==> config.mk <==
export PLATFORM = sky130hd
export DESIGN_NAME = period_timer
export DESIGN_NICKNAME = d
export VERILOG_FILES = /design/src/hw/period_timer_pkg.sv /design/src/hw/period_prescaler.sv /design/src/hw/period_postscaler.sv /design/src/hw/period_timer.sv
export SDC_FILE = /design/constraint.sdc
export NUM_CORES = 1
export LEC_CHECK = 0
export BUFFER_PORTS_ARGS = -buffer_cell sky130_fd_sc_hd__buf_2
export CAP_MARGIN = 10
export CORE_UTILIZATION = 57
export DETAILED_ROUTE_END_ITERATION = 10
export PLACE_DENSITY = 0.8
export SETUP_SLACK_MARGIN = 0.15
export SLEW_MARGIN = 20
export SYNTH_ARGS = -nofsm -noshare
export SYNTH_HDL_FRONTEND = slang
export SYNTH_SLANG_ARGS = --single-unit
==> constraint.sdc <==
create_clock -name clk_sys -period 2.99 [get_ports clk_sys]
set_input_delay 0.598 -clock clk_sys [delete_from_list [all_inputs] [get_ports clk_sys]]
set_output_delay 0.598 -clock clk_sys [all_outputs]
set_load 0.01 [all_outputs]
==> src/hw/period_timer_pkg.sv <==
// Constants and register map of the period timer block
package period_timer_pkg;
  // Register offsets on the plain register port
  localparam logic [7:0] ADDR_FLAGS = 8'h0C;
  localparam logic [7:0] ADDR_COUNT = 8'h11;
  localparam logic [7:0] ADDR_CONTROL = 8'h12;
  localparam logic [7:0] ADDR_ENABLES = 8'h8C;
  localparam logic [7:0] ADDR_PERIOD = 8'h92;
  // Values after reset
  localparam logic [7:0] RST_COUNT = 8'h00;
  localparam logic [6:0] RST_CONTROL = 7'h00;
  localparam logic [7:0] RST_PERIOD = 8'hFF;
  // Field positions
  localparam int CTL_PRE_LSB = 0;
  localparam int CTL_RUN_BIT = 2;
  localparam int CTL_POST_LSB = 3;
  localparam int FLAG_MATCH_BIT = 1;
  // Instruction clock edge comes at this last phase count, so the system clock is divided by four
  localparam logic [1:0] INSTR_DIV_LAST = 2'h3;
  // Prescale select codes
  localparam logic [1:0] PRE_DIV1 = 2'h0;
  localparam logic [1:0] PRE_DIV4 = 2'h1;
  // Prescale terminal counts
  localparam logic [3:0] PRE_LAST1 = 4'h0;
  localparam logic [3:0] PRE_LAST4 = 4'h3;
  localparam logic [3:0] PRE_LAST16 = 4'hF;
endpackage

==> src/hw/period_prescaler.sv <==
// Instruction clock divider and 1/4/16 prescaler of the period timer
`timescale 1ns/10ps
module period_prescaler
(
  input wire logic clk_sys,
  input wire logic rst,
  input wire logic clear,
  input wire logic run,
  input wire logic [1:0] prescale_select,
  output logic tick
);
  // All state in one record
  typedef struct packed {
    logic [1:0] phase;
    logic [3:0] count;
  } pre_state_t;
  pre_state_t st_r;
  pre_state_t st_nxt;
  logic [3:0] last;
  logic instr_edge;

  // Terminal count for the selected ratio; 1x both mean sixteen
  always_comb
  begin
    unique case (prescale_select)
      period_timer_pkg::PRE_DIV1: last = period_timer_pkg::PRE_LAST1;
      period_timer_pkg::PRE_DIV4: last = period_timer_pkg::PRE_LAST4;
      default: last = period_timer_pkg::PRE_LAST16;
    endcase
  end

  // Instruction clock edge every fourth system clock
  assign instr_edge = st_r.phase == period_timer_pkg::INSTR_DIV_LAST;
  // A clear in the same cycle swallows the tick so writes land exactly
  assign tick = run && instr_edge && !clear && (st_r.count >= last);

  // Next state; a clear restarts the prescale count, the phase runs on
  always_comb
  begin
    st_nxt = st_r;
    st_nxt.phase = st_r.phase + 2'h1;
    if (clear)
    begin
      st_nxt.count = 4'h0;
    end
    else if (run && instr_edge)
    begin
      // Wrap at the terminal; >= recovers after a ratio change
      st_nxt.count = (st_r.count >= last) ? 4'h0 : st_r.count + 4'h1;
    end
  end

  // State register
  always_ff @(posedge clk_sys or posedge rst)
  begin
    if (rst)
      st_r <= '0;
    else
      st_r <= st_nxt;
  end

  // A tick only when the timer runs
  chk_tick_needs_run: assert property (
    @(posedge clk_sys) disable iff (rst)
    tick |-> run) else $error("tick while stopped");
  // Ticks at one in four clocks at most
  chk_tick_spacing: assert property (
    @(posedge clk_sys) disable iff (rst)
    tick |=> !tick [*3]) else $error("ticks too close");
endmodule

==> src/hw/period_postscaler.sv <==
// Postscaler that divides period matches by one to sixteen
`timescale 1ns/10ps
module period_postscaler
#(
  parameter int WIDTH = 4
)
(
  input wire logic clk_sys,
  input wire logic rst,
  input wire logic clear,
  input wire logic match,
  input wire logic [WIDTH-1:0] postscale_select,
  output logic event_out
);
  // All state in one record
  typedef struct packed {
    logic [WIDTH-1:0] count;
  } post_state_t;
  post_state_t st_r;
  post_state_t st_nxt;

  // Widths the counter cannot serve are refused at elaboration
  if (WIDTH < 1 || WIDTH > 8)
  begin
    $error("postscaler width out of range");
  end

  // Output when the match count reaches select; ratio is select plus one
  assign event_out = match && !clear && (st_r.count >= postscale_select);

  // Next state
  always_comb
  begin
    st_nxt = st_r;
    if (clear)
      st_nxt.count = '0;
    else if (match)
      st_nxt.count = event_out ? '0 : st_r.count + 1'b1;
  end

  // State register
  always_ff @(posedge clk_sys or posedge rst)
  begin
    if (rst)
      st_r <= '0;
    else
      st_r <= st_nxt;
  end

  // Select zero passes every match
  chk_post_div1: assert property (
    @(posedge clk_sys) disable iff (rst)
    (match && !clear && postscale_select == '0) |-> event_out)
    else $error("divide by one lost a match");
endmodule

==> src/hw/period_timer.sv <==
// Eight-bit period timer with prescaler, postscaler and interrupt
`timescale 1ns/10ps
module period_timer
(
  input wire logic clk_sys,
  input wire logic rst,
  input wire logic [7:0] reg_addr,
  input wire logic [7:0] reg_wdata,
  input wire logic reg_write,
  input wire logic reg_read,
  output logic [7:0] reg_rdata,
  output logic irq,
  output logic sync_serial_port_tick,
  output logic pwm_match,
  output logic [7:0] pwm_timer_count
);
  // The instruction clock is one system clock in four and the prescaler
  // turns it into count ticks. A tick that finds the count equal to the
  // period wraps it to zero and issues a match, which leaves on the serial
  // and PWM ports one cycle later. Count and control writes win over the counter in
  // the same cycle and stop both scalers from ticking, so a written value
  // is exactly what reads back. The price is that a write right at a tick
  // swallows that tick; software that keeps writing may slow the timer.

  // All state in one record
  typedef struct packed {
    logic [7:0] timer_count;
    logic [7:0] period_value;
    logic [6:0] timer_control;
    logic match_interrupt_flag;
    logic match_interrupt_enable;
    logic [7:0] rdata;
    logic ssp_tick;
  } timer_state_t;
  timer_state_t st_r;
  timer_state_t st_nxt;

  logic wr_count;
  logic wr_control;
  logic wr_flags;
  logic wr_enables;
  logic wr_period;
  logic scaler_clear;
  logic pre_tick;
  logic at_period;
  logic match;
  logic post_event;
  logic [7:0] read_mux;

  // Decode one register address against a strobe
  function automatic logic hit(input logic [7:0] addr, input logic [7:0] off,
                               input logic strobe);
    hit = strobe && (addr == off);
  endfunction

  // Write decode
  assign wr_count = hit(reg_addr, period_timer_pkg::ADDR_COUNT, reg_write);
  assign wr_control = hit(reg_addr, period_timer_pkg::ADDR_CONTROL,
                          reg_write);
  assign wr_flags = hit(reg_addr, period_timer_pkg::ADDR_FLAGS, reg_write);
  assign wr_enables = hit(reg_addr, period_timer_pkg::ADDR_ENABLES,
                          reg_write);
  assign wr_period = hit(reg_addr, period_timer_pkg::ADDR_PERIOD, reg_write);

  // Both scaler chains restart on count or control writes
  assign scaler_clear = wr_count || wr_control;

  // Prescaled instruction clock
  period_prescaler u_pre
  (
    .clk_sys(clk_sys),
    .rst(rst),
    .clear(scaler_clear),
    .run(st_r.timer_control[period_timer_pkg::CTL_RUN_BIT]),
    .prescale_select(st_r.timer_control[period_timer_pkg::CTL_PRE_LSB +: 2]),
    .tick(pre_tick)
  );

  // Match is the wrap increment; a software count write takes precedence
  assign at_period = st_r.timer_count == st_r.period_value;
  assign match = pre_tick && at_period && !wr_count;

  // Postscaler on the match stream
  period_postscaler #(.WIDTH(4)) u_post
  (
    .clk_sys(clk_sys),
    .rst(rst),
    .clear(scaler_clear),
    .match(match),
    .postscale_select(
      st_r.timer_control[period_timer_pkg::CTL_POST_LSB +: 4]),
    .event_out(post_event)
  );

  // Read multiplexer; unmapped addresses read zero
  always_comb
  begin
    read_mux = 8'h00;
    unique case (reg_addr)
      period_timer_pkg::ADDR_COUNT: read_mux = st_r.timer_count;
      period_timer_pkg::ADDR_PERIOD: read_mux = st_r.period_value;
      // Bit 7 unimplemented, reads zero
      period_timer_pkg::ADDR_CONTROL: read_mux = {1'b0, st_r.timer_control};
      period_timer_pkg::ADDR_FLAGS:
        read_mux[period_timer_pkg::FLAG_MATCH_BIT] = st_r.match_interrupt_flag;
      period_timer_pkg::ADDR_ENABLES:
        read_mux[period_timer_pkg::FLAG_MATCH_BIT] =
          st_r.match_interrupt_enable;
      default: read_mux = 8'h00;
    endcase
  end

  // Next state of the timer and its registers
  always_comb
  begin
    st_nxt = st_r;
    st_nxt.ssp_tick = match;
    st_nxt.rdata = reg_read ? read_mux : 8'h00;
    // Counter: software write wins over the increment
    if (wr_count)
      st_nxt.timer_count = reg_wdata;
    else if (pre_tick)
      st_nxt.timer_count = at_period ? 8'h00 : st_r.timer_count + 8'h01;
    // Control write keeps the count as it is
    if (wr_control)
      st_nxt.timer_control = reg_wdata[6:0];
    if (wr_period)
      st_nxt.period_value = reg_wdata;
    if (wr_enables)
      st_nxt.match_interrupt_enable =
        reg_wdata[period_timer_pkg::FLAG_MATCH_BIT];
    // Write one clears; a coincident event wins
    if (wr_flags && reg_wdata[period_timer_pkg::FLAG_MATCH_BIT])
      st_nxt.match_interrupt_flag = 1'b0;
    if (post_event)
      st_nxt.match_interrupt_flag = 1'b1;
  end

  // State register with documented reset values
  always_ff @(posedge clk_sys or posedge rst)
  begin
    if (rst)
    begin
      st_r.timer_count <= period_timer_pkg::RST_COUNT;
      st_r.period_value <= period_timer_pkg::RST_PERIOD;
      st_r.timer_control <= period_timer_pkg::RST_CONTROL;
      st_r.match_interrupt_flag <= 1'b0;
      st_r.match_interrupt_enable <= 1'b0;
      st_r.rdata <= 8'h00;
      st_r.ssp_tick <= 1'b0;
    end
    else
      st_r <= st_nxt;
  end

  // Outputs
  assign reg_rdata = st_r.rdata;
  assign irq = st_r.match_interrupt_flag &&
               st_r.match_interrupt_enable;
  assign sync_serial_port_tick = st_r.ssp_tick;
  assign pwm_timer_count = st_r.timer_count;
  assign pwm_match = st_r.ssp_tick;

  // Counter checks
  // Wrap to zero after the period match
  chk_wrap_zero: assert property (
    @(posedge clk_sys) disable iff (rst)
    (pre_tick && at_period && !wr_count) |=> st_r.timer_count == 8'h00)
    else $error("count did not wrap");
  // One step up on a tick below the period
  chk_count_step: assert property (
    @(posedge clk_sys) disable iff (rst)
    (pre_tick && !at_period && !wr_count)
    |=> st_r.timer_count == $past(st_r.timer_count) + 8'h01)
    else $error("count did not step");
  // Without a tick or a write the count holds
  chk_count_idle: assert property (
    @(posedge clk_sys) disable iff (rst)
    (!pre_tick && !wr_count) |=> $stable(st_r.timer_count))
    else $error("count moved without a tick");
  // Stopped timer holds its count
  chk_stop_holds: assert property (
    @(posedge clk_sys) disable iff (rst)
    (!st_r.timer_control[period_timer_pkg::CTL_RUN_BIT] && !wr_count)
    |=> $stable(st_r.timer_count))
    else $error("count moved while stopped");
  // Control write leaves the count alone, even at a tick
  chk_ctl_keeps: assert property (
    @(posedge clk_sys) disable iff (rst)
    wr_control |=> st_r.timer_count == $past(st_r.timer_count))
    else $error("control write changed count");
  // Count write lands
  chk_count_write: assert property (
    @(posedge clk_sys) disable iff (rst)
    wr_count |=> st_r.timer_count == $past(reg_wdata))
    else $error("count write lost");

  // Register write checks
  // Period write lands
  chk_period_write: assert property (
    @(posedge clk_sys) disable iff (rst)
    wr_period |=> st_r.period_value == $past(reg_wdata))
    else $error("period write lost");
  // Period changes only by a write
  chk_period_hold: assert property (
    @(posedge clk_sys) disable iff (rst)
    !wr_period |=> $stable(st_r.period_value))
    else $error("period changed unwritten");
  // Control write lands in the seven implemented bits
  chk_ctl_write: assert property (
    @(posedge clk_sys) disable iff (rst)
    wr_control |=> st_r.timer_control == $past(reg_wdata[6:0]))
    else $error("control write lost");
  // Control changes only by a write
  chk_ctl_hold: assert property (
    @(posedge clk_sys) disable iff (rst)
    !wr_control |=> $stable(st_r.timer_control))
    else $error("control changed unwritten");
  // Enable write lands
  chk_enable_write: assert property (
    @(posedge clk_sys) disable iff (rst)
    wr_enables |=> st_r.match_interrupt_enable ==
      $past(reg_wdata[period_timer_pkg::FLAG_MATCH_BIT]))
    else $error("enable write lost");
  // Enable changes only by a write
  chk_enable_hold: assert property (
    @(posedge clk_sys) disable iff (rst)
    !wr_enables |=> $stable(st_r.match_interrupt_enable))
    else $error("enable changed unwritten");

  // Read port checks
  // Count read returns the count of the strobe cycle
  chk_read_count: assert property (
    @(posedge clk_sys) disable iff (rst)
    (reg_read && reg_addr == period_timer_pkg::ADDR_COUNT)
    |=> reg_rdata == $past(st_r.timer_count))
    else $error("count read wrong");
  // Period read returns the period
  chk_read_period: assert property (
    @(posedge clk_sys) disable iff (rst)
    (reg_read && reg_addr == period_timer_pkg::ADDR_PERIOD)
    |=> reg_rdata == $past(st_r.period_value))
    else $error("period read wrong");
  // Flag read shows only the match flag bit
  chk_read_flag: assert property (
    @(posedge clk_sys) disable iff (rst)
    (reg_read && reg_addr == period_timer_pkg::ADDR_FLAGS)
    |=> reg_rdata == {6'h00, $past(st_r.match_interrupt_flag), 1'h0})
    else $error("flag read wrong");
  // Enable read shows only the match enable bit
  chk_read_enable: assert property (
    @(posedge clk_sys) disable iff (rst)
    (reg_read && reg_addr == period_timer_pkg::ADDR_ENABLES)
    |=> reg_rdata == {6'h00, $past(st_r.match_interrupt_enable), 1'h0})
    else $error("enable read wrong");

  // Flag checks
  // Flag stays set until written one
  chk_flag_sticky: assert property (
    @(posedge clk_sys) disable iff (rst)
    (st_r.match_interrupt_flag &&
     !(wr_flags && reg_wdata[period_timer_pkg::FLAG_MATCH_BIT]))
    |=> st_r.match_interrupt_flag) else $error("flag dropped");
  // Postscaled event raises the flag
  chk_flag_set: assert property (
    @(posedge clk_sys) disable iff (rst)
    post_event |=> st_r.match_interrupt_flag)
    else $error("flag not set");
  // Writing one clears the flag when no event coincides
  chk_flag_clear: assert property (
    @(posedge clk_sys) disable iff (rst)
    (wr_flags && reg_wdata[period_timer_pkg::FLAG_MATCH_BIT] && !post_event)
    |=> !st_r.match_interrupt_flag)
    else $error("flag not cleared");
  // Only a postscaled event sets the flag
  chk_flag_cause: assert property (
    @(posedge clk_sys) disable iff (rst)
    (!st_r.match_interrupt_flag && !post_event)
    |=> !st_r.match_interrupt_flag)
    else $error("flag set without event");
  // A stopped timer raises no event
  chk_post_stopped: assert property (
    @(posedge clk_sys) disable iff (rst)
    !st_r.timer_control[period_timer_pkg::CTL_RUN_BIT] |-> !post_event)
    else $error("event while stopped");

  // Match output checks
  // Serial port tick follows the match by one cycle
  chk_ssp_tick: assert property (
    @(posedge clk_sys) disable iff (rst)
    match |=> sync_serial_port_tick)
    else $error("serial tick missing");
  // Serial port tick is a single-cycle pulse
  chk_ssp_pulse: assert property (
    @(posedge clk_sys) disable iff (rst)
    sync_serial_port_tick |=> !sync_serial_port_tick)
    else $error("serial tick too long");
  // The PWM match pulse stands while the count has wrapped
  chk_ssp_at_zero: assert property (
    @(posedge clk_sys) disable iff (rst)
    pwm_match |-> pwm_timer_count == 8'h00)
    else $error("match pulse off zero");
  // No postscaled event right after a scaler clear unless ratio one
  chk_clear_scaler: assert property (
    @(posedge clk_sys) disable iff (rst)
    (wr_control && reg_wdata[6:3] != 4'h0) |=> !post_event)
    else $error("postscaler not cleared");
endmodule

==> key figures, run 1 <==
Status
  – Status: finished with violations
  – Failing checks: DRC

Floorplan
  – Initial cell density of the core: 60.4%
  – Core outline area: 4440 um^2
  – Number of primary I/O pins: 39
  – Die extent in y: about 70 um
  – # rows: 24
  – Die ar.: about 5000 um^2
  – Die Span X: slightly above 70 um

Yosys
  – Post-synthesis sequential element count: 44
  – Post-synth cell types: 54
  – Top FF cell, synth: dfrtp_1
  – Portion of the post-synthesis area used by sequential elements: around two fifths
  – Summed instance area of the synthesized netlist: roughly 2700 um^2
  – Post-Syn Nets: 283
  – Proportion of register bits with asynchronous set or reset after synthesis: 100%
  – Yosys top cell area share: between 30% and 40%
  – Largest area contributor in the synthesized netlist: dfrtp_1
  – YS warnings: 0
  – Synthesized area divided by synthesized cell count: ~11 um^2
  – Number of flops mapped to enable cells by yosys: 0
  – Count of mapped cells out of synthesis: between 200 and 300
  – Top area cells in the synthesized netlist: dfrtp_1 (34%), mux2_2 (8.0%), dfstp_2 (7.8%), ha_1 (5.6%), buf_4 (5.3%)

Setup path
  – Arrival @ worst endpoint: between 2 and 3 ns
  – R2R Path Start: st_r[12]
  – Master of the slowest instance on the critical path: nor3b_4
  – Largest fanout of any net on the critical path: 10
  – Cell breakdown of the critical path: or2_2 > ha_1 > o21ai_0 > a211oi_4 > nor3b_4 > nand4_1 > o211ai_2
  – Register-to-Register Setup Slack: 0.61 ns
  – End of the worst register-to-register path: pwm_timer_count[6]
  – Required time worst endpoint: between 3 and 4 ns
  – Critical Path Start Type: flip-flop
  – Classification of the worst setup path: reg2reg
  – Largest stage delay, worst path: 0.46 ns
  – Critical Path Sink Type: flip-flop
  – Cell family with most CP delay: simple AND/OR/NAND/NOR gates
  – Buf/Inv on CP: 0
  – FF-to-FF path depth: 7

Drt
  – WL per Instance: roughly 17 um
  – Post-DR vias/cell: 6.14
  – Number of vias after detailed routing: approximately 2000
  – Total routed wirelength: ~5.5 mm
  – Residual DRC: 2
  – Detail Route Antenna Nets: 0
  – DRC violation total after the first TritonRoute iteration: 161
  – First-pass iteration count of the detailed router: 9

Global route
  – GR Overflow Total: 0
  – Largest net degree at the start of global routing: 24
  – Number of antenna violations at the first check in global routing: 0
  – Global-route wire length before repair: about 9 mm
  – Via count of the first global-routing pass: ~1900
  – Overall Global Routing Usage: 23.9%

Power and ir drop
  – Switching fraction of total power: between 20% and 30%
  – Part of the power in the clock network: between 30% and 40%
  – Largest vdd supply drop: 0.000278 V
  – Overall power after layout: 1340 uW
  – Total power density per cell area: between 400 and 500 nW/um^2
  – Comb power frac: between 10% and 20%
  – Seq pwr share: around half
  – Psw: 370 uW
  – Static Leak: ~0.0013 uW
  – P_int: 966 uW

Clock network
  – Register clock-pin slew on the reported worst setup and hold paths: about 0.080 ns
  – CTS sink count: 44
  – Post-CTS setup-driven buffer insertion count: 0
  – Clock tree from TritonCTS: yes
  – Deepest clock path buffer count: 2
  – Insertion delay of the later-clocked pin in the worst-skew pair: ~0.30 ns
  – Post-CTS Resized: 0
  – Hold buffers post-CTS: 0
  – Root buf cell: clkbuf_8
  – Inserted Clock Buffers: 5
  – Maximum level of the CTS H-tree: 2

Cells and area
  – Total area of multi-input combinational cells: between 1000 and 1500 um^2
  – Number of nets in the finished design: a little over 300
  – Final antenna diode count: 0
  – Sequential Area: between 1000 and 1500 um^2
  – Number of fillers in the final layout: 362
  – Layout cell share with drive strength beyond 1: around 36%
  – Relative area change from synthesis to final layout: 7.74%

STA
  – Max Clk Rate: 420 MHz
  – Number of endpoints with negative hold slack in the final report: 0
  – Setup TNS Final: 0 ns
  – Slew of the pin with the lowest slew margin: roughly 0.74 ns
  – Slew Viols, Final: 0
  – Setup-failing EPs final: 0
  – Min Tclk post-route: roughly 2.4 ns
  – Share of the clock period used by the worst path: 79.6%
  – Final worst clock skew: approximately 0.006 ns
  – Setup repair after global routing missed its margin: no
  – Worst rel slew slack: roughly half

Run
  – Maximum Capacitance Violations: 0

Place
  – Final weighted congestion in routability-driven placement: 0.853
  – Port-buffer cells: 38
  – Final HPWL from detailed placement: ~4.1 mm

Hold path
  – Class of the tightest hold or removal check: in2async
-- layout by cell type, fill, tap and decap left out, types with 4 or more instances in the layout --
| master | instances |
|---|---|
| ha_1 | 12 |
| nand3_1 | 10 |
| nor3_1 | 5 |
| dfrtp_1 | 36 |
| xnor2_1 | 7 |
| nand2b_1 | 6 |
| and3_1 | 4 |
| clkbuf_8 | 5 |
| mux2_2 | 19 |
| a222oi_1 | 7 |
| a31oi_1 | 4 |
| dfstp_2 | 8 |
| buf_2 | 38 |
| nor2_1 | 14 |
| a21oi_1 | 7 |
| a22oi_1 | 4 |
| nand2_1 | 14 |
| inv_1 | 13 |
-- worst max-delay path by stage --
stage / start / end / slack [ns] / cells past startpoint
finish: st_r[12] / pwm_timer_count[6] / 0.61 / 7
global route: st_r[12] / pwm_timer_count[6] / 0.44 / 7
CTS: st_r[12] / pwm_timer_count[6] / 0.62 / 7
detailed placement: st_r[12] / pwm_timer_count[7] / 0.65 / 7
global placement: st_r[12] / pwm_timer_count[7] / 0.76 / 7
floorplan: st_r[12] / pwm_timer_count[7] / 0.87 / 7
-- routing by layer --
layer	up-vias	wire [um]	global-route usage, %	share of wire (%)
li1	941	-	-	-
met5	-	0	0	0
met3	10	338	3.85	6.1
met4	0	104	8.67	1.9
met2	77	2750	40.2	50
met1	980	2310	31.5	42
-- state kept, by name, indices dropped and copies added, names as in the netlist --
signal / cells
st_r: 17
pwm_timer_count: 8
reg_rdata: 8
u_pre.st_r: 6
u_post.st_r: 4
pwm_match: 1
-- worst reg2reg max path: stages (launching register included) --
cell	delay, ns
dfrtp_1	0.41
or2_2	0.31
ha_1	0.27
o21ai_0	0.17
a211oi_4	0.36
nor3b_4	0.46
nand4_1	0.18
o211ai_2	0.16
-- power by group through the flow --
stage	clock network, uW	registers [uW]	logic (uW)
detailed placement	0	702	195
CTS	456	691	196
global route	480	699	215
floorplan	0	670	179
finish	450	692	194
global placement	0	699	188
-- cells in the mapped netlist, types with 3 or more instances --
cell / number
and3_1: 4
nand2b_1: 6
nand4_1: 3
a22o_1: 3
mux2_2: 19
ha_1: 12
o21ai_0: 3
buf_2: 4
xnor2_1: 7
inv_1: 14
nor3_1: 5
nor2_1: 14
nand3_1: 10
a22oi_1: 4
o211ai_2: 3
o21ai_1: 3
dfstp_2: 8
a21oi_1: 7
a31oi_1: 4
a222oi_1: 7
nand2_1: 14
buf_4: 19
dfrtp_1: 36
-- per-stage QoR --
stage	std cells	setup slack [ns]	instance area, um^2	utilization [%]	hold WS, ns
after floorplan	251	0.873	2690	-	0.401
after global placement	319	0.760	2790	62.7	0.416
after detailed placement	319	0.652	2790	62.7	0.420
after CTS	327	0.624	2890	65.1	0.339
after global routing	327	0.442	2890	65.1	0.363
final	327	0.610	2890	65.1	0.320
-- cell families after synthesis --
| logic type | count (synthesis) | synth area share, % |
|---|---|---|
| flip-flops | 44 | 41.4 |
| AO/OA/AOI/OAI | 45 | 13.7 |
| multiplexers | 20 | 8.34 |
| XOR/XNOR | 9 | 3.22 |
| buffers and inverters | 37 | 8.02 |
| adder cells (fa/ha/maj) | 12 | 5.59 |
| AND/OR/NAND/NOR | 84 | 19.8 |
-- area by class of cell --
cell class | instances | share of cell area (%)
Clock buffer | 6 | 2.51
Clock inverter | 2 | 1.21
Inverter | 14 | 1.82
Multi-Input combinational cell | 170 | 47.0
Sequential cell | 44 | 38.4
Tap cell | 52 | 2.25
Timing Repair Buffer | 39 | 6.83
Note: power is estimated with default switching activity, not from simulation.
==> inputs of run 2 (changes only) <==
--- a/config.mk
+++ b/config.mk
@@ -5,9 +5,10 @@
 export SDC_FILE = /design/constraint.sdc
 export NUM_CORES = 1
 export LEC_CHECK = 0
+export ABC_AREA = 1
 export BUFFER_PORTS_ARGS = -buffer_cell sky130_fd_sc_hd__buf_2
 export CAP_MARGIN = 10
-export CORE_UTILIZATION = 57
+export CORE_UTILIZATION = 58
 export DETAILED_ROUTE_END_ITERATION = 10
 export PLACE_DENSITY = 0.8
 export SETUP_SLACK_MARGIN = 0.15
==> constraint.sdc (replaced) <==
create_clock -name clk_sys -period 2.5 [get_ports clk_sys]
set_input_delay 0.5 -clock clk_sys [delete_from_list [all_inputs] [get_ports clk_sys]]
set_output_delay 0.5 -clock clk_sys [all_outputs]
set_load 0.01 [all_outputs]
==> key figures, run 2 <==
Floorplan
  – Number of primary I/O pins: 39
  – Initial cell density of the core: about three fifths
  – Die ar.: approximately 5300 um^2
  – Die Span X: between 70 and 80 um
  – # rows: 25
  – Die extent in y: between 70 and 80 um
  – Core outline area: between 4000 and 5000 um^2

Setup path
  – Largest fanout of any net on the critical path: 8
  – Beginning of the critical path: st_r[12]
  – Classification of the worst setup path: reg2reg
  – Critical Path Sink Type: flip-flop
  – End of the worst register-to-register path: pwm_timer_count[6]
  – R2R Path Start: st_r[12]
  – Endpoint of the worst setup timing path: pwm_timer_count[6]
  – Critical Path Start Type: flip-flop
  – Arrival @ worst endpoint: about 2.3 ns
  – Required time worst endpoint: between 2 and 3 ns
  – FF-to-FF path depth: 11
  – Register-to-Register Setup Slack: 0.40 ns

Clock network
  – Inserted Clock Buffers: 5
  – Post-CTS setup-driven buffer insertion count: 0
  – CTS sink count: 44
  – Clock tree from TritonCTS: yes
  – Register clock-pin slew on the reported worst setup and hold paths: about 0.080 ns
  – Insertion delay of the later-clocked pin in the worst-skew pair: ~0.30 ns
  – Root buf cell: clkbuf_8
  – Deepest clock path buffer count: 2
  – Post-CTS Resized: 0
  – Maximum level of the CTS H-tree: 2
  – Hold buffers post-CTS: 0

Status
  – Status: finished clean

Yosys
  – Count of mapped cells out of synthesis: 387
  – Most numerous cell in the Yosys netlist: nand2_1
  – Number of flops mapped to enable cells by yosys: 0
  – YS warnings: 0
  – Top cells by count, synth: nand2_1 (127), inv_1 (60), dfrtp_1 (36), nand3_1 (27), buf_4 (19)
  – Top FF cell, synth: dfrtp_1
  – Largest area contributor in the synthesized netlist: dfrtp_1
  – Post-synth cell types: 32
  – Summed instance area of the synthesized netlist: 2880 um^2
  – Top area cells in the synthesized netlist: dfrtp_1 (31%), nand2_1 (17%), inv_1 (7.8%), dfstp_2 (7.3%), ha_1 (5.2%)
  – Post-Syn Nets: between 400 and 500
  – Post-synthesis sequential element count: 44
  – Synthesized area divided by synthesized cell count: 7.45 um^2
  – Portion of the post-synthesis area used by sequential elements: roughly 39%
  – Yosys top cell area share: 31.3%
  – Proportion of register bits with asynchronous set or reset after synthesis: 100%

Drt
  – Residual DRC: 0
  – Number of vias after detailed routing: 2428
  – WL per Instance: approximately 12 um
  – DRC violation total after the first TritonRoute iteration: 129
  – Total routed wirelength: approximately 6 mm
  – Detail Route Antenna Nets: 0
  – Post-DR vias/cell: around 5
  – First-pass iteration count of the detailed router: 4

STA
  – Setup TNS Final: 0 ns
  – Min Tclk post-route: 2.10 ns
  – Share of the clock period used by the worst path: a little over four fifths
  – Max Clk Rate: around 480 MHz
  – Final worst clock skew: between 0.003 and 0.004 ns
  – Setup-failing EPs final: 0
  – Slew of the pin with the lowest slew margin: about 0.55 ns
  – Worst rel slew slack: 63.2%
  – Number of endpoints with negative hold slack in the final report: 0
  – Setup repair after global routing missed its margin: no
  – Minimum hold slack: 0.322 ns
  – Slew Viols, Final: 0

Cells and area
  – Commonest non-fill, non-tap cell in the layout: nand2_1
  – Relative area change from synthesis to final layout: 7.42%
  – Number of fillers in the final layout: approximately 460
  – Number of nets in the finished design: around 440
  – Total area of multi-input combinational cells: between 1000 and 1500 um^2
  – Layout cell share with drive strength beyond 1: roughly a fifth
  – Number of flip-flops under the largest register name: 17
  – Final antenna diode count: 0
  – Top library cells by usage in the layout, fill and taps aside: nand2_1 (127), inv_1 (59), buf_2 (38)
  – Sequential Area: 1110 um^2
  – Register containing the most flip-flops in the final layout: st_r

Power and ir drop
  – Total power density per cell area: around 470 nW/um^2
  – Largest vdd supply drop: ~0.00024 V
  – Overall power after layout: about 1400 uW
  – Static Leak: approximately 0.0018 uW

Hold path
  – Class of the tightest hold or removal check: in2async

Global route
  – Number of antenna violations at the first check in global routing: 0
  – GR Overflow Total: 0
  – Via count of the first global-routing pass: around 2300
  – Overall Global Routing Usage: between 20 and 30%
  – Global-route wire length before repair: a little over 10 mm
  – Largest net degree at the start of global routing: 45

Place
  – Final HPWL from detailed placement: about 4.5 mm
  – Port-buffer cells: 38
  – Final weighted congestion in routability-driven placement: between 0.8 and 0.9

Run
  – Maximum Capacitance Violations: 0
-- run 2: logic make-up after synthesis --
group / after synthesis / share of synthesized area (%)
and+or+nand+nor: 201 / 32.1
buffers and inverters: 89 / 14.5
DFF: 44 / 38.5
AOI/OAI and AO/OA: 34 / 7.51
adders and majority gates: 12 / 5.21
xor gates and xnor gates: 7 / 2.13
-- run 2: final cells by class --
cell class | count | share of cell area [%]
multi-input cells | 254 | 43.7
repair buffers | 39 | 6.38
inverters | 66 | 8.08
clock buffers | 8 | 3.23
flip-flops and latches | 44 | 35.9
well taps | 67 | 2.71
-- run 2: critical path: stages (launching register included) --
cell	delay (ns)
dfrtp_1	0.41
nor2_1	0.19
inv_1	0.07
ha_1	0.28
o21ai_1	0.14
nand2_1	0.06
a21oi_1	0.29
inv_1	0.15
nand2_1	0.11
nand2_2	0.12
nand2_1	0.11
nand2_1	0.05
-- run 2: metal layers --
layer / share of wire [%] / global-route usage, % / vias to the layer above / wire, um
met5: 0 / 0 / - / 0
met4: 1.4 / 7.41 / 0 / 84
met3: 5.4 / 5.14 / 7 / 321
met2: 48 / 43.5 / 53 / 2850
met1: 45 / 32.6 / 1130 / 2680
li1: - / - / 1238 / -
-- run 2: worst min path at each step --
stage	slack (ns)	cells after the start	end	start
2_1_floorplan	0.40	1	u_pre.st_r[4]	u_pre.st_r[4]
3_3_place_gp	0.41	1	u_pre.st_r[4]	u_pre.st_r[4]
3_5_place_dp	0.42	1	u_pre.st_r[4]	u_pre.st_r[4]
4_1_cts	0.34	3	u_pre.st_r[5]	rst
5_1_grt	0.37	3	u_pre.st_r[5]	rst
6_report	0.32	3	u_pre.st_r[5]	rst
-- run 2: metrics by stage --
stage | area (um^2) | std cells | setup slack (ns) | util (%)
after global routing | 3100 | 478 | 0.250 | 65.1
after global placement | 3000 | 470 | 0.597 | 63.0
after floorplan | 2880 | 387 | 0.729 | -
final | 3100 | 478 | 0.404 | 65.1
after detailed placement | 3000 | 470 | 0.455 | 63.0
after CTS | 3100 | 478 | 0.431 | 65.1
-- run 2: where the power goes --
| part | total, uW | internal (uW) | leakage [uW] | switching [uW] |
|---|---|---|---|---|
| sequential | 755 | 736 | 0.000579 | 18.9 |
| combinational | 201 | 66.4 | 0.00114 | 134 |
| clock | 490 | 252 | 0.0000515 | 237 |
==> inputs of run 3 (changes only) <==
==> constraint.sdc (replaced) <==
create_clock -name clk_sys -period 2.2 [get_ports clk_sys]
set_input_delay 0.44 -clock clk_sys [delete_from_list [all_inputs] [get_ports clk_sys]]
set_output_delay 0.44 -clock clk_sys [all_outputs]
set_load 0.01 [all_outputs]
==> key figures, run 3 (synthesized netlist as in run 2, its figures left out) <==
Status
  – Status: finished clean

Floorplan
  – # rows: 25
  – Core outline area: 4750 um^2
  – Die extent in y: about 73 um
  – Die ar.: ~5300 um^2
  – Initial cell density of the core: between 60 and 70%
  – Die Span X: slightly above 70 um
  – Number of primary I/O pins: 39

Drt
  – WL per Instance: approximately 13 um
  – Detail Route Antenna Nets: 0
  – Top routing layer in use: met4
  – Met2 wire len: ~2.9 mm
  – Residual DRC: 0
  – Number of vias after detailed routing: ~2500
  – Total routed wirelength: approximately 6 mm
  – Routed length on met1: ~2.8 mm
  – First-pass iteration count of the detailed router: 4
  – DRC violation total after the first TritonRoute iteration: 175
  – Post-DR vias/cell: 5.12
  – Detailed-routed wire length on met3: around 270 um

Clock network
  – Post-CTS setup-driven buffer insertion count: 0
  – Root buf cell: clkbuf_8
  – Clock tree from TritonCTS: yes
  – CTS sink count: 44
  – Insertion delay of the later-clocked pin in the worst-skew pair: 0.31 ns
  – Inserted Clock Buffers: 5
  – Deepest clock path buffer count: 2
  – Register clock-pin slew on the reported worst setup and hold paths: 0.09 ns
  – Post-CTS Resized: 0
  – Maximum level of the CTS H-tree: 2
  – Hold buffers post-CTS: 0

STA
  – Min Tclk post-route: approximately 1.9 ns
  – Slew of the pin with the lowest slew margin: 0.614 ns
  – Setup-failing EPs final: 0
  – Setup repair after global routing missed its margin: no
  – Number of endpoints with negative hold slack in the final report: 0
  – Share of the clock period used by the worst path: 85.7%
  – Slew Viols, Final: 0
  – Worst rel slew slack: approximately three fifths
  – Final worst clock skew: 0.0124 ns
  – Setup TNS Final: 0 ns
  – Max Clk Rate: around 530 MHz

Global route
  – Number of antenna violations at the first check in global routing: 0
  – GR Overflow Total: 0
  – Via count of the first global-routing pass: between 2000 and 2500
  – Largest net degree at the start of global routing: 31
  – Global-route wire length before repair: ~10 mm
  – Overall Global Routing Usage: between 20 and 30%

Setup path
  – Endpoint of the worst setup timing path: pwm_timer_count[6]
  – Register-to-Register Setup Slack: roughly 0.31 ns
  – Beginning of the critical path: st_r[12]
  – FF-to-FF path depth: 11
  – End of the worst register-to-register path: pwm_timer_count[6]
  – Arrival @ worst endpoint: ~2.1 ns
  – Critical Path Start Type: flip-flop
  – Required time worst endpoint: between 2 and 2.5 ns
  – Classification of the worst setup path: reg2reg
  – Largest fanout of any net on the critical path: 8
  – Critical Path Sink Type: flip-flop
  – R2R Path Start: st_r[12]

Power and ir drop
  – Comb power frac: between 10% and 20%
  – Switching fraction of total power: 28.4%
  – Largest vdd supply drop: 0.000322 V
  – Static Leak: between 0.0015 and 0.002 uW
  – P_int: ~1200 uW
  – Psw: approximately 460 uW
  – Total power density per cell area: between 500 and 600 nW/um^2
  – Seq pwr share: 52.6%
  – Part of the power in the clock network: approximately 33%

Place
  – Final weighted congestion in routability-driven placement: between 0.8 and 0.9
  – # placed instances: between 400 and 500
  – Final HPWL from detailed placement: about 4.6 mm
  – Port-buffer cells: 38

Cells and area
  – Relative area change from synthesis to final layout: 7.99%
  – Layout cell share with drive strength beyond 1: between 20% and 30%
  – Count of non-filler cells in the finished layout: 480
  – Commonest non-fill, non-tap cell in the layout: nand2_1
  – Number of fillers in the final layout: between 400 and 500
  – Top library cells by usage in the layout, fill and taps aside: nand2_1 (127), inv_1 (59), buf_2 (38)
  – Number of nets in the finished design: between 400 and 500
  – Final antenna diode count: 0
  – Register containing the most flip-flops in the final layout: st_r
  – Number of flip-flops under the largest register name: 17

Run
  – Maximum Capacitance Violations: 0

Hold path
  – Class of the tightest hold or removal check: in2async
-- run 3: worst min path at each step --
stage                             start            end  slack [ns]  cells after the start
after global routing                rst       st_r[11]        0.26                      2
after global placement    u_pre.st_r[4]  u_pre.st_r[4]        0.41                      1
final                               rst       st_r[11]        0.20                      2
after floorplan           u_pre.st_r[4]  u_pre.st_r[4]        0.40                      1
after CTS                           rst       st_r[11]        0.28                      2
after detailed placement  u_pre.st_r[4]  u_pre.st_r[4]        0.44                      1
-- run 3: critical path, cell delays in order, from the launching register on --
cell	delay, ns
dfrtp_1	0.42
nor2_1	0.15
inv_1	0.06
ha_1	0.26
o21ai_1	0.13
nand2_1	0.07
a21oi_2	0.22
inv_1	0.12
nand2_1	0.11
nand2_2	0.12
nand2_1	0.10
nand2_1	0.05
-- run 3: cell type report --
class                           count  area [um^2]  area share [%]
Tap cell                           67         83.8            2.69
Inverter                           66          250            8.04
Clock inverter                      2         15.0           0.482
Timing Repair Buffer               41          213            6.83
Clock buffer                        6         82.6            2.65
Sequential cell                    44         1110            35.7
Multi-Input combinational cell    254         1360            43.6
-- run 3: stage by stage --
| stage | area [um^2] | setup WS, ns | hold slack (ns) | util (%) | total power (uW) |
|---|---|---|---|---|---|
| 5_1_grt | 3110 | 0.158 | 0.259 | 65.5 | 1710 |
| 3_5_place_dp | 3010 | 0.230 | 0.436 | 63.3 | 1100 |
| 3_3_place_gp | 3010 | 0.301 | 0.413 | 63.3 | 1090 |
| 2_1_floorplan | 2880 | 0.429 | 0.401 | - | 1030 |
| 6_report | 3110 | 0.315 | 0.198 | 65.5 | 1630 |
| 4_1_cts | 3110 | 0.217 | 0.275 | 65.4 | 1640 |
-- run 3: power groups by stage --
stage	logic, uW	registers [uW]	clock network, uW
2_1_floorplan	168	867	0
3_3_place_gp	222	873	0
3_5_place_dp	228	874	0
4_1_cts	229	858	551
6_report	229	859	544
5_1_grt	256	862	587
-- run 3: routing by layer --
metal / GRT usage, % / vias up
li1: - / 1240
met1: 33.6 / 1152
met2: 41.6 / 59
met3: 4.31 / 8
met4: 7.84 / 0
met5: 0 / -
